--- src/pkg/cot_pkg.sv ---
package cot_pkg;

  // ****************************************
  // Register map (byte addresses)
  // ****************************************
  localparam logic [7:0] CTRL_A_OFF   = 8'h00;
  localparam logic [7:0] CTRL_B_OFF   = 8'h04;
  localparam logic [7:0] WAVE_OC_OFF  = 8'h08;
  localparam logic [7:0] COUNT_OFF    = 8'h0c;
  localparam logic [7:0] CMP0_OFF     = 8'h10;
  localparam logic [7:0] CMP1_OFF     = 8'h14;
  localparam logic [7:0] PORT_OFF     = 8'h18;
  localparam logic [7:0] IRQ_STAT_OFF = 8'h1c;
  localparam logic [7:0] IRQ_EN_OFF   = 8'h20;
  localparam logic [7:0] IRQ_CLR_OFF  = 8'h24;

  // ****************************************
  // Field positions
  // ****************************************
  localparam int RUN_BIT      = 0;
  localparam int SRC_LSB      = 1;
  localparam int CLR_CMP1_BIT = 0;
  localparam int LVL0_LSB     = 4;
  localparam int LVL1_LSB     = 6;
  localparam int OUT_EN_LSB   = 0;
  localparam int INV_A_BIT    = 6;
  localparam int INV_B_BIT    = 7;
  localparam int IRQ_CMP0_BIT = 0;
  localparam int IRQ_CMP1_BIT = 1;
  localparam int IRQ_OVF_BIT  = 2;

  // ****************************************
  // Reset values and encodings
  // ****************************************
  localparam logic [7:0]  CTRL_RST  = 8'h00;
  localparam logic [15:0] CMP_RST   = 16'h0000;
  localparam logic [15:0] COUNT_MAX = 16'hffff;
  localparam logic [1:0]  FIXED_LVL = 2'h0;

  typedef enum logic [1:0] {
    SRC_DIV1 = 2'h0,
    SRC_DIV8 = 2'h1,
    SRC_DIV32 = 2'h2,
    SRC_FAST = 2'h3
  } src_sel_t;

  typedef enum logic [1:0] {
    LVL_HOLD   = 2'h0,
    LVL_TOGGLE = 2'h1,
    LVL_LOW    = 2'h2,
    LVL_HIGH   = 2'h3
  } lvl_act_t;

  // ****************************************
  // Timing
  // ****************************************
  localparam int CLK_PERIOD_NS = 5;
  localparam int FAST_OSC_NS   = 20;
  localparam logic [4:0] DIV8_TERM  = 5'h07;
  localparam logic [4:0] DIV32_TERM = 5'h1f;
  localparam logic [4:0] FAST_TERM  = 5'((FAST_OSC_NS / CLK_PERIOD_NS) - 1);

  // ****************************************
  // Bus carriers
  // ****************************************
  typedef struct packed {
    logic        hsel;
    logic [31:0] haddr;
    logic [1:0]  htrans;
    logic        hwrite;
    logic [2:0]  hsize;
    logic [31:0] hwdata;
    logic        hready;
  } ahb_req_t;

  typedef struct packed {
    logic [31:0] hrdata;
    logic        hreadyout;
    logic        hresp;
  } ahb_rsp_t;

endpackage

--- src/design/compare_output_timer.sv ---
// The implementer's own choices: the AHB-Lite interface to the registers and the placing of the registers.
`timescale 1ns/100ps
// What this block does
// - Writing the run bit to 0 clears the count to zero.
// - Compare data reads return the active compare value, not a pending one.
// - Count value reads return the present count.
// - Writes to the count value register are ignored.
// - While stopped, a compare data write goes into the active compare at once.
// - While running free, pending compare data loads only on overflow.
// - While running with clear on compare 1, pending data loads on a compare 1 hit.
// - A control bit selects clearing the count on a compare 1 hit, else free run.
// - A two-bit field selects the output action on a compare 0 hit.
// - A second two-bit field selects the output action on a compare 1 hit.
// - Two bits select inverted or plain drive of the compare outputs.
// - Each output drives the waveform only while its port data bit and its wave output enable bit are both 1, else a fixed level.
// - A count read returns both bytes taken at one instant.
// - The count advances from the chosen source (div 1, 8, 32, fast) while running.
// - Compare 0 hit, compare 1 hit and overflow each raise their own interrupt.
module compare_output_timer
  import cot_pkg::*;
(
  input  wire logic              clk,
  input  wire logic              rst_n,
  input  wire cot_pkg::ahb_req_t ahb_req,
  output cot_pkg::ahb_rsp_t      ahb_rsp,
  output logic [1:0]             cmp_wave_q,
  output logic                   irq_q
);

  // ****************************************
  // Bus slave state
  // ****************************************
  logic        dphase_q;
  logic        wr_q;
  logic [7:0]  addr_q;
  logic        hready_q;
  logic [31:0] hrdata_q;
  logic        take;
  logic        wr_en;
  logic        rd_en;
  logic [31:0] wdata;

  // ****************************************
  // Registers
  // ****************************************
  logic [7:0]  timer_control_reg_a;
  logic [7:0]  timer_control_reg_b;
  logic [7:0]  wave_output_control_reg;
  logic [1:0]  port_data_q;
  logic [15:0] count_value_reg;
  logic [15:0] cmp0_act_q;
  logic [15:0] cmp1_act_q;
  logic [15:0] cmp0_pend_q;
  logic [15:0] cmp1_pend_q;
  logic [2:0]  irq_stat_q;
  logic [2:0]  irq_en_q;

  // ****************************************
  // Decoded controls
  // ****************************************
  logic      count_run_bit;
  src_sel_t  src_sel;
  logic      clear_on_cmp1_select;
  lvl_act_t  cmp0_level_sel;
  lvl_act_t  cmp1_level_sel;
  logic      invert_select_a;
  logic      invert_select_b;
  logic      stop_wr;
  logic      cmp0_wr;
  logic      cmp1_wr;
  logic      ctrl_a_wr;
  logic      ctrl_b_wr;
  logic      oc_wr;
  logic      port_wr;
  logic      en_wr;
  logic      clr_wr;

  // ****************************************
  // Count machinery
  // ****************************************
  logic [4:0]  pre_q;
  logic [4:0]  pre_term;
  logic        tick;
  logic        hit0;
  logic        hit1;
  logic        ovf;
  logic        clr_hit;
  logic [2:0]  irq_set;

  // ****************************************
  // AHB-Lite slave, one wait state per transfer
  // ****************************************
  assign take  = ahb_req.hsel && ahb_req.htrans[1] && ahb_req.hready;
  assign wdata = ahb_req.hwdata;
  assign wr_en = dphase_q && !hready_q && wr_q;
  assign rd_en = dphase_q && !hready_q && !wr_q;

  always_ff @(posedge clk)
  begin
    if (!rst_n)
    begin
      dphase_q <= 1'b0;
      wr_q     <= 1'b0;
      addr_q   <= 8'h00;
    end
    else if (take)
    begin
      dphase_q <= 1'b1;
      wr_q     <= ahb_req.hwrite;
      addr_q   <= ahb_req.haddr[7:0];
    end
    else if (hready_q)
    begin
      dphase_q <= 1'b0;
    end
  end

  // Wait state gives hrdata a flop of its own
  always_ff @(posedge clk)
  begin
    if (!rst_n)
      hready_q <= 1'b1;
    else if (take)
      hready_q <= 1'b0;
    else if (dphase_q)
      hready_q <= 1'b1;
  end

  always_ff @(posedge clk)
  begin
    if (!rst_n)
      hrdata_q <= 32'h0000_0000;
    else if (rd_en)
    begin
      unique case (addr_q)
        CTRL_A_OFF:   hrdata_q <= {24'h00_0000, timer_control_reg_a};
        CTRL_B_OFF:   hrdata_q <= {24'h00_0000, timer_control_reg_b};
        WAVE_OC_OFF:  hrdata_q <= {24'h00_0000, wave_output_control_reg};
        COUNT_OFF:    hrdata_q <= {16'h0000, count_value_reg};
        CMP0_OFF:     hrdata_q <= {16'h0000, cmp0_act_q};
        CMP1_OFF:     hrdata_q <= {16'h0000, cmp1_act_q};
        PORT_OFF:     hrdata_q <= {30'h0000_0000, port_data_q};
        IRQ_STAT_OFF: hrdata_q <= {29'h0000_0000, irq_stat_q};
        IRQ_EN_OFF:   hrdata_q <= {29'h0000_0000, irq_en_q};
        default:      hrdata_q <= 32'h0000_0000;
      endcase
    end
  end

  assign ahb_rsp.hrdata    = hrdata_q;
  assign ahb_rsp.hreadyout = hready_q;
  assign ahb_rsp.hresp     = 1'b0;

  // ****************************************
  // Control registers
  // ****************************************
  assign count_run_bit        = timer_control_reg_a[RUN_BIT];
  assign src_sel              = src_sel_t'(timer_control_reg_a[SRC_LSB +: 2]);
  assign clear_on_cmp1_select = timer_control_reg_b[CLR_CMP1_BIT];
  assign cmp0_level_sel       = lvl_act_t'(timer_control_reg_b[LVL0_LSB +: 2]);
  assign cmp1_level_sel       = lvl_act_t'(timer_control_reg_b[LVL1_LSB +: 2]);
  assign invert_select_a      = wave_output_control_reg[INV_A_BIT];
  assign invert_select_b      = wave_output_control_reg[INV_B_BIT];

  // No strobe decodes the count offset, so its writes drop
  assign ctrl_a_wr = wr_en && (addr_q == CTRL_A_OFF);
  assign ctrl_b_wr = wr_en && (addr_q == CTRL_B_OFF);
  assign oc_wr     = wr_en && (addr_q == WAVE_OC_OFF);
  assign port_wr   = wr_en && (addr_q == PORT_OFF);
  assign en_wr     = wr_en && (addr_q == IRQ_EN_OFF);
  assign clr_wr    = wr_en && (addr_q == IRQ_CLR_OFF);
  assign stop_wr   = ctrl_a_wr && !wdata[RUN_BIT];
  assign cmp0_wr   = wr_en && (addr_q == CMP0_OFF);
  assign cmp1_wr   = wr_en && (addr_q == CMP1_OFF);

  // Unmapped places get no strobe either
  always_ff @(posedge clk)
  begin
    if (!rst_n)
      timer_control_reg_a <= CTRL_RST;
    else if (ctrl_a_wr)
      timer_control_reg_a <= wdata[7:0];
  end

  always_ff @(posedge clk)
  begin
    if (!rst_n)
      timer_control_reg_b <= CTRL_RST;
    else if (ctrl_b_wr)
      timer_control_reg_b <= wdata[7:0];
  end

  always_ff @(posedge clk)
  begin
    if (!rst_n)
      wave_output_control_reg <= CTRL_RST;
    else if (oc_wr)
      wave_output_control_reg <= wdata[7:0];
  end

  always_ff @(posedge clk)
  begin
    if (!rst_n)
      port_data_q <= 2'h0;
    else if (port_wr)
      port_data_q <= wdata[1:0];
  end

  always_ff @(posedge clk)
  begin
    if (!rst_n)
      irq_en_q <= 3'h0;
    else if (en_wr)
      irq_en_q <= wdata[2:0];
  end

  // ****************************************
  // Count source prescaler
  // ****************************************
  // Fast oscillator is modelled as a fixed divide of clk, no second domain
  always_comb
  begin
    unique case (src_sel)
      SRC_DIV1:  pre_term = 5'h00;
      SRC_DIV8:  pre_term = DIV8_TERM;
      SRC_DIV32: pre_term = DIV32_TERM;
      SRC_FAST:  pre_term = FAST_TERM;
    endcase
  end

  assign tick = count_run_bit && (pre_q >= pre_term);

  always_ff @(posedge clk)
  begin
    if (!rst_n)
      pre_q <= 5'h00;
    else if (!count_run_bit || tick)
      pre_q <= 5'h00;
    else
      pre_q <= pre_q + 5'h01;
  end

  // ****************************************
  // Counter and compare circuits
  // ****************************************
  assign hit0    = tick && (count_value_reg == cmp0_act_q);
  assign hit1    = tick && (count_value_reg == cmp1_act_q);
  assign clr_hit = hit1 && clear_on_cmp1_select;
  assign ovf     = tick && (count_value_reg == COUNT_MAX) && !clr_hit;

  always_ff @(posedge clk)
  begin
    if (!rst_n)
      count_value_reg <= 16'h0000;
    else if (stop_wr || !count_run_bit)
      count_value_reg <= 16'h0000;
    else if (clr_hit)
      count_value_reg <= 16'h0000;
    else if (tick)
      count_value_reg <= count_value_reg + 16'h0001;
  end

  // Pending copies hold writes made while counting
  always_ff @(posedge clk)
  begin
    if (!rst_n)
    begin
      cmp0_pend_q <= CMP_RST;
      cmp1_pend_q <= CMP_RST;
    end
    else
    begin
      if (cmp0_wr)
        cmp0_pend_q <= wdata[15:0];
      if (cmp1_wr)
        cmp1_pend_q <= wdata[15:0];
    end
  end

  always_ff @(posedge clk)
  begin
    if (!rst_n)
    begin
      cmp0_act_q <= CMP_RST;
      cmp1_act_q <= CMP_RST;
    end
    else if (!count_run_bit)
    begin
      if (cmp0_wr)
        cmp0_act_q <= wdata[15:0];
      if (cmp1_wr)
        cmp1_act_q <= wdata[15:0];
    end
    else if ((ovf && !clear_on_cmp1_select) || clr_hit)
    begin
      cmp0_act_q <= cmp0_pend_q;
      cmp1_act_q <= cmp1_pend_q;
    end
  end

  // ****************************************
  // Interrupt status, enable and clear
  // ****************************************
  assign irq_set = {ovf, hit1, hit0};

  // Set beats a clear in the same cycle
  always_ff @(posedge clk)
  begin
    if (!rst_n)
      irq_stat_q <= 3'h0;
    else if (clr_wr)
      irq_stat_q <= (irq_stat_q & ~wdata[2:0]) | irq_set;
    else
      irq_stat_q <= irq_stat_q | irq_set;
  end

  always_ff @(posedge clk)
  begin
    if (!rst_n)
      irq_q <= 1'b0;
    else
      irq_q <= |(irq_stat_q & irq_en_q);
  end

  // ****************************************
  // Waveform outputs
  // ****************************************
  wave_unit u_wave0 (
    .clk      (clk),
    .rst_n    (rst_n),
    .hit      (hit0),
    .act      (cmp0_level_sel),
    .invert   (invert_select_a),
    .out_en   (wave_output_control_reg[OUT_EN_LSB]),
    .port_bit (port_data_q[0]),
    .pin_q    (cmp_wave_q[0])
  );

  wave_unit u_wave1 (
    .clk      (clk),
    .rst_n    (rst_n),
    .hit      (hit1),
    .act      (cmp1_level_sel),
    .invert   (invert_select_b),
    .out_en   (wave_output_control_reg[OUT_EN_LSB + 1]),
    .port_bit (port_data_q[1]),
    .pin_q    (cmp_wave_q[1])
  );

endmodule // compare_output_timer

--- src/design/wave_unit.sv ---
`timescale 1ns/100ps
module wave_unit
  import cot_pkg::*;
(
  input  wire logic            clk,
  input  wire logic            rst_n,
  input  wire logic            hit,
  input  wire cot_pkg::lvl_act_t act,
  input  wire logic            invert,
  input  wire logic            out_en,
  input  wire logic            port_bit,
  output logic                 pin_q
);

  logic level_q;
  logic level_d;

  always_comb
  begin
    level_d = level_q;
    if (hit)
    begin
      unique case (act)
        LVL_HOLD:   level_d = level_q;
        LVL_TOGGLE: level_d = ~level_q;
        LVL_LOW:    level_d = 1'b0;
        LVL_HIGH:   level_d = 1'b1;
      endcase
    end
  end

  always_ff @(posedge clk)
  begin
    if (!rst_n)
      level_q <= 1'b0;
    else
      level_q <= level_d;
  end

  // Pin follows the new level at the hit edge itself
  always_ff @(posedge clk)
  begin
    if (!rst_n)
      pin_q <= FIXED_LVL[0];
    else if (port_bit && out_en)
      pin_q <= level_d ^ invert;
    else
      pin_q <= FIXED_LVL[0];
  end

endmodule // wave_unit

--- config.mk ---
export PLATFORM = sky130hd
export DESIGN_NAME = compare_output_timer
export DESIGN_NICKNAME = d
export VERILOG_FILES = /design/src/pkg/cot_pkg.sv /design/src/design/compare_output_timer.sv /design/src/design/wave_unit.sv
export SDC_FILE = /design/constraint.sdc
export NUM_CORES = 1
export LEC_CHECK = 0
export BUFFER_PORTS_ARGS = -buffer_cell sky130_fd_sc_hd__buf_2
export CAP_MARGIN = 20
export CELL_PAD_IN_SITES_DETAIL_PLACEMENT = 1
export CELL_PAD_IN_SITES_GLOBAL_PLACEMENT = 1
export CORE_ASPECT_RATIO = 1.4
export CORE_UTILIZATION = 30
export CTS_CLUSTER_DIAMETER = 40
export DETAILED_ROUTE_END_ITERATION = 12
export GPL_ROUTABILITY_DRIVEN = 0
export PLACE_DENSITY = 0.64
export SLEW_MARGIN = 20
export SYNTH_ARGS = -nofsm -noshare
export SYNTH_HDL_FRONTEND = slang
export SYNTH_SLANG_ARGS = --single-unit
--- constraint.sdc ---
create_clock -name clk -period 3.6 [get_ports clk]
set_input_delay 0.18 -clock clk [delete_from_list [all_inputs] [get_ports clk]]
set_output_delay 0.18 -clock clk [all_outputs]
set_load 0.005 [all_outputs]
# Word-level counts from Yosys, hierarchy flattened
# Index checks and enable logic that the tools add are counted.
[word_totals]
ff_bits = 165
input_bits = 74
word_cells = 121
[op_classes]
add_sub_neg = 2
n_lt_le_gt_ge = 1
n_eq_ne = 22
mux = 17
bitwise_logic = 10
reduce_logical = 47
[op_table]
columns = ["cell", "count"]
rows = [
  ["case mux 16 bit (9 select lines)", 1],
  ["2-to-1 mux 16 bit", 6],
  ["== test 16 bit", 2],
  ["== test 8 x 5 -> 1 bit (second input constant)", 4],
  ["logical AND 1 bit", 23],
  ["case mux 5 bit (4 select lines)", 1],
  ["adder 16 x 1 -> 16 bit (second input constant)", 1],
  ["== test 16 bit (second input constant)", 1],
  ["== test 8 x 4 -> 1 bit (second input constant)", 2],
  ["== test 8 x 6 -> 1 bit (second input constant)", 2],
  ["== test 2 bit (second input constant)", 6],
  ["== test 8 x 3 -> 1 bit (second input constant)", 1],
  ["logical NOT 8 bit", 1],
  ["case mux 1 bit (4 select lines)", 2],
  ["AND reduction 2 bit", 4],
  ["nonzero test 2 bit", 4],
  ["AND 3 bit", 2],
  ["== test 2 x 1 -> 1 bit (second input constant)", 3],
  ["logical NOT 1 bit", 6],
  ["logical NOT 2 bit", 3],
  ["2-to-1 mux 1 bit", 6],
  ["bitwise OR 3 bit", 2],
  ["OR reduction 3 bit", 2],
  ["adder 5 x 1 -> 5 bit (second input constant)", 1],
  ["other kinds (8)", 13],
]

# Longest topological paths before layout
[depth]
ltp_word = 12
depth_mapped = 12

# Modules after synthesis
# A second synthesis with hierarchy kept.
[unflattened]
cells_unflattened = 884
hier_area_um2 = 7603.5
[by_module_without_submodules]
columns = ["module", "instances", "cells_each", "area_each_um2", "seq_area_each_um2"]
rows = [
  ["compare_output_timer", 1, 864, 7393.3, 2902.8],
  ["wave_unit", 2, 10, 105.1, 40.0],
]

# Worst setup path after synthesis
# OpenSTA, ideal clock, no wires.
[synth_path]
path_kind = "register to register"
from = "reg timer_control_reg_a[1]"
to = "reg cmp1_act_q[10]"
arrival_time_ns = 2.456
t_required_ns = 3.482
slack_ns = 1.025
path_stages_with_launch = 13
path_cell_list = "dfxtp_1 > inv_1 > ha_1 > inv_1 > ha_1 > a21o_1 > a311o_1 > and2_1 > buf_2 > nand3_2 > o221ai_4 > buf_12 > mux2i_1"
[synth_via]
elab_chain_cells = 12
elab_cells_between_ends = 16
[synth_lines]
columns = ["item", "line_no", "text"]
rows = [
  ["start, declared", "compare_output_timer.sv:46", "logic [7:0] timer_control_reg_a;"],
  ["start signal, assigned", "compare_output_timer.sv:182", "timer_control_reg_a <= wdata[7:0];"],
  ["== test 2 bit, or another cell as far along", "compare_output_timer.sv:223", "unique case (src_sel)"],
  ["case mux 5 bit (4 select lines) *", "compare_output_timer.sv:223", ""],
  [">= comparator 5 bit *", "compare_output_timer.sv:231", "assign tick = count_run_bit && (pre_q >= pre_term);"],
  ["logical AND 1 bit *", "compare_output_timer.sv:231", ""],
  ["logical AND 1 bit", "compare_output_timer.sv:247", "assign hit1 = tick && (count_value_reg == cmp1_act_q);"],
  ["logical AND 1 bit", "compare_output_timer.sv:248", "assign clr_hit = hit1 && clear_on_cmp1_select;"],
  ["logical NOT 1 bit", "compare_output_timer.sv:249", "assign ovf = tick && (count_value_reg == COUNT_MAX) && !clr_hit;"],
  ["logical AND 1 bit", "compare_output_timer.sv:249", ""],
  ["logical AND 1 bit", "compare_output_timer.sv:294", "else if ((ovf && !clear_on_cmp1_select) || clr_hit)"],
  ["logical OR 1 bit *", "compare_output_timer.sv:294", ""],
  ["!= test 2 x 1 -> 1 bit (no source line) *", "-", ""],
  ["AND reduction 2 bit (no source line) *", "-", ""],
  ["end signal, assigned", "compare_output_timer.sv:292", "cmp1_act_q <= wdata[15:0];"],
  ["end signal, assigned", "compare_output_timer.sv:297", "cmp1_act_q <= cmp1_pend_q;"],
  ["end, declared", "compare_output_timer.sv:52", "logic [15:0] cmp1_act_q;"],
]
# Mark *: on every way between the ends. The rest lies on a longest branch, timed or not.
# A chain may end at the register's enable or synchronous reset.

# Final worst setup path
# Same ends and word-level chain as after synthesis.

==> metrics.log <==
[metrics] result of the run: completed
[metrics] initial antenna violation count: 0
[metrics] cells taking the most area after synthesis: dfxtp_1 (39%), nand2_1 (11%), mux2i_1 (11%)
[metrics] # DRC: 0
[metrics] IR drop worst, VDD: 342 µV
[metrics] cell area after placement: a little over 0.008 mm²
[metrics] critical path capture point type: register
[metrics] antenna cells: 0
[metrics] multiplexer area fraction after synthesis: 0.109
[metrics] DP Worst Slack: roughly 650 ps
[metrics] number of cells on the worst hold path: 3
[metrics] total I/O pin count: roughly 110
[metrics] final wirelength: 22100 µm
[metrics] placed wire-length estimate after detailed placement: 15800 µm
[metrics] Congestion Overflow GR: 0
[metrics] starting utilization of the core area: 0.305
[metrics] worst reg2reg startpoint: timer_control_reg_a[1]
[metrics] area of all placed cells without fillers: just under 0.009 mm²
[metrics] reported max-cap violation count: 0
[metrics] net switching fraction of the power: 0.249
[metrics] Die Span X: 138 µm
[metrics] number of H-tree levels: 4
[metrics] violation count after the first detailed-routing iteration: 280
[metrics] Synth Register Bits: 149
[metrics] Startpoint Class: register
[metrics] fraction of the mapped netlist area in compound gates: 0.111
[metrics] launching instance or port of the critical path: timer_control_reg_a[1]
[metrics] yosys synthesis warning count: 0
[metrics] count of different cell masters after synthesis: 61
[metrics] actual transition at the worst max-transition pin: 847 ps
[metrics] Core Util, Final: 0.346
[metrics] proportion of register bits with asynchronous set or reset after synthesis: 0
[metrics] worst hold path type: in -> reg
[metrics] routed length per instance: 17.1 µm
[metrics] fill cell total of the finished layout: 3041
[metrics] Post-synth EDFFs: 0
[metrics] later-pin clock latency in the skew report: 440 ps
[metrics] least setup slack across all paths after layout: 657 ps
[metrics] number of clock sinks seen by CTS: 149
[metrics] setup repair bufs after CTS: 0
[metrics] arrival time reported for the critical path endpoint: 3230 ps
[metrics] min cycle time layout: 2940 ps
[metrics] total power density per cell area: 406 mW/mm²
[metrics] largest area contributor in the synthesized netlist: dfxtp_1
[metrics] Relative slew margins: 0.435
[metrics] worst setup path category: reg -> reg
[metrics] TritonCTS Buffers: 17
[metrics] Global Route Usage Sum: 0.180
[metrics] Synth Area in XOR/XNOR: 0.0566
[metrics] Area Overhead vs Synth: 13.6%
[metrics] number of cells produced by synthesis: 935
[metrics] count of port buffers added during placement: 49
[metrics] DIE AREA: 0.0265 mm²
[metrics] Die Ht: slightly below 200 µm
[metrics] non-filler instance count after layout: 1290
[metrics] top-area cell type share of the netlist area: 0.385
[metrics] share of total power in combinational logic: 0.046
[metrics] HP Start: ahb_req[44]
[metrics] Via-to-Cell Ratio: slightly below 5
[metrics] final setup violation count: 0
[metrics] worst-path maximum fanout: 16
[metrics] worst-case clock buffer depth: 2
[metrics] most instantiated flip-flop cell in the synthesis netlist: dfxtp_1
[metrics] internal power component: roughly 2700 µW
[metrics] number of hold-slack violations in the final timing report: 0
[metrics] fraction of final layout cells with drive strength greater than 1: 0.111
[metrics] Lkg Pwr: 0.00338 µW
[metrics] length of the first detailed-routing pass in iterations: 6
[metrics] Clock Pin Slew Worst Setup and Hold Paths: around 60 ps
[metrics] share of total power in the clock network: 0.489
[metrics] placed cell count: 1246
[metrics] fin. max-slew vios: 0
[metrics] number of vias in the routed layout: 6326
[metrics] Final period util: 0.817
[metrics] fmax: 340 MHz
[metrics] average footprint of a synthesized cell: 8.28 µm²
[metrics] WP data required: 3890 ps
[metrics] share of synthesized cell area in and, or, nand and nor gates: 0.258
[metrics] CTS tree: built
[metrics] post-synthesis share of cell area spent on full adders, half adders and majority gates: 0.0146
[metrics] Core ar.: 0.0254 mm²
[metrics] vias in the first global route: about 6.3k
[metrics] CTS root buffer: clkbuf_16
[metrics] clock skew after layout: 11.0 ps
[metrics] setup repair after global routing missed its margin: false
[metrics] largest family of logic cells by synthesized area: simple AND/OR/NAND/NOR gates
[metrics] Std-Cell Rows: 69
[metrics] Final nets: approximately 1.0k
[metrics] final-layout setup total negative slack: 0 ps
[metrics] NetSw: 889 µW
[metrics] sequential area share after synthesis: 0.385
[metrics] maximum number of pins on one net before global-route repair: 94
[metrics] remaining antenna violation count: 0
[metrics] cell area after synthesis: 0.00774 mm²
[metrics] first-pass GRT wire length: 35400 µm
[metrics] sequential fraction of design power: 0.465
[metrics] worst-case reg-to-reg path depth: 10
power groups by stage:
stage	logic [µW]	registers [µW]	clock network, µW
after detailed placement	156	1700	0
after global routing	183	1660	1860
final	165	1660	1740
after CTS	166	1660	1800
after floorplan	112	1690	0
after global placement	155	1700	0
synth_stat cells (3+ instances only):
library cell	n
and3_1	7
and2_1	14
dfxtp_1	149
ha_1	9
inv_1	14
nor4_1	7
xor2_1	24
mux2i_1	82
a21oi_1	9
buf_2	16
nand2_1	236
buf_4	20
a21o_1	6
nand3_1	32
a21boi_0	42
nor3_1	11
nand2b_1	20
nor2b_1	39
nor2_1	35
a22oi_1	3
nand3b_1	4
clkbuf_1	44
or3_1	3
xnor2_1	26
a222oi_1	9
o21a_1	3
nand4_1	8
o21ai_0	23
kinds of logic (layout without fill, tap and decap cells):
kind of cell,Yosys count,count (layout)
mux,84,84
buf+inv,98,118
compound gates,116,116
fa+ha+maj,9,9
flops,149,149
simple gates,428,428
other cells,1,17
xor+xnor,50,50
layout by cell type (no fill, tap or decap), types with 8 or more instances in the layout:
master,n
a21boi_0,42
a21oi_1,9
a222oi_1,9
and2_1,14
buf_2,48
buf_4,11
clkbuf_16,17
conb_1,17
dfxtp_1,149
dlygate4sd3_1,12
ha_1,9
inv_1,14
mux2i_1,82
nand2_1,236
nand2b_1,20
nand3_1,32
nand4_1,8
nor2_1,35
nor2b_1,39
nor3_1,11
o21ai_0,23
xnor2_1,26
xor2_1,24
metrics by stage:
stage / power (µW) / hold slack (ps)
after floorplan: 1810 / 315
after global placement: 1850 / 440
after detailed placement: 1850 / 445
after CTS: 3620 / 4.50
after global routing: 3710 / 32.6
final: 3570 / 7.63
final cells by class:
class                   count  area (µm²)  area share
repair buffers             72         463      0.0526
multi-input cells         704        4330       0.492
well taps                 319         399      0.0454
clock buffers              17         425      0.0484
flip-flops and latches    149        2980       0.339
clock inverters            15         145      0.0165
inverters                  14        52.6     0.00598
repair_timing:
| item | CTS | global route |
|---|---|---|
| endpoints found under the hold margin | 12 | 0 |
| resized for setup | 0 | 0 |
| hold buffers | 12 | 0 |
critical path, stage by stage (launching register included):
cell and delay [ps]:
dfxtp_1 350, inv_1 70, ha_1 280, inv_1 40, ha_1 300, a21o_1 200
a311o_1 410, and2_1 340, nand3_2 220, o221ai_4 360, mux2i_1 230
final timing paths:
check / to / slack (ps)
max: cmp1_act_q[10] / 660
min: addr_q[5] / 8
max reg2reg: cmp1_act_q[10] / 660
min reg2reg: cmp0_pend_q[9] / 460
layer usage:
layer | global-route usage | vias to the layer above | share of wire
met5 | 0 | - | 0
met4 | 0.0849 | 0 | 0.031
met3 | 0.0288 | 41 | 0.028
met2 | 0.309 | 107 | 0.51
met1 | 0.216 | 3041 | 0.43
li1 | - | 3137 | -
(Power assumes the default switching activity.)
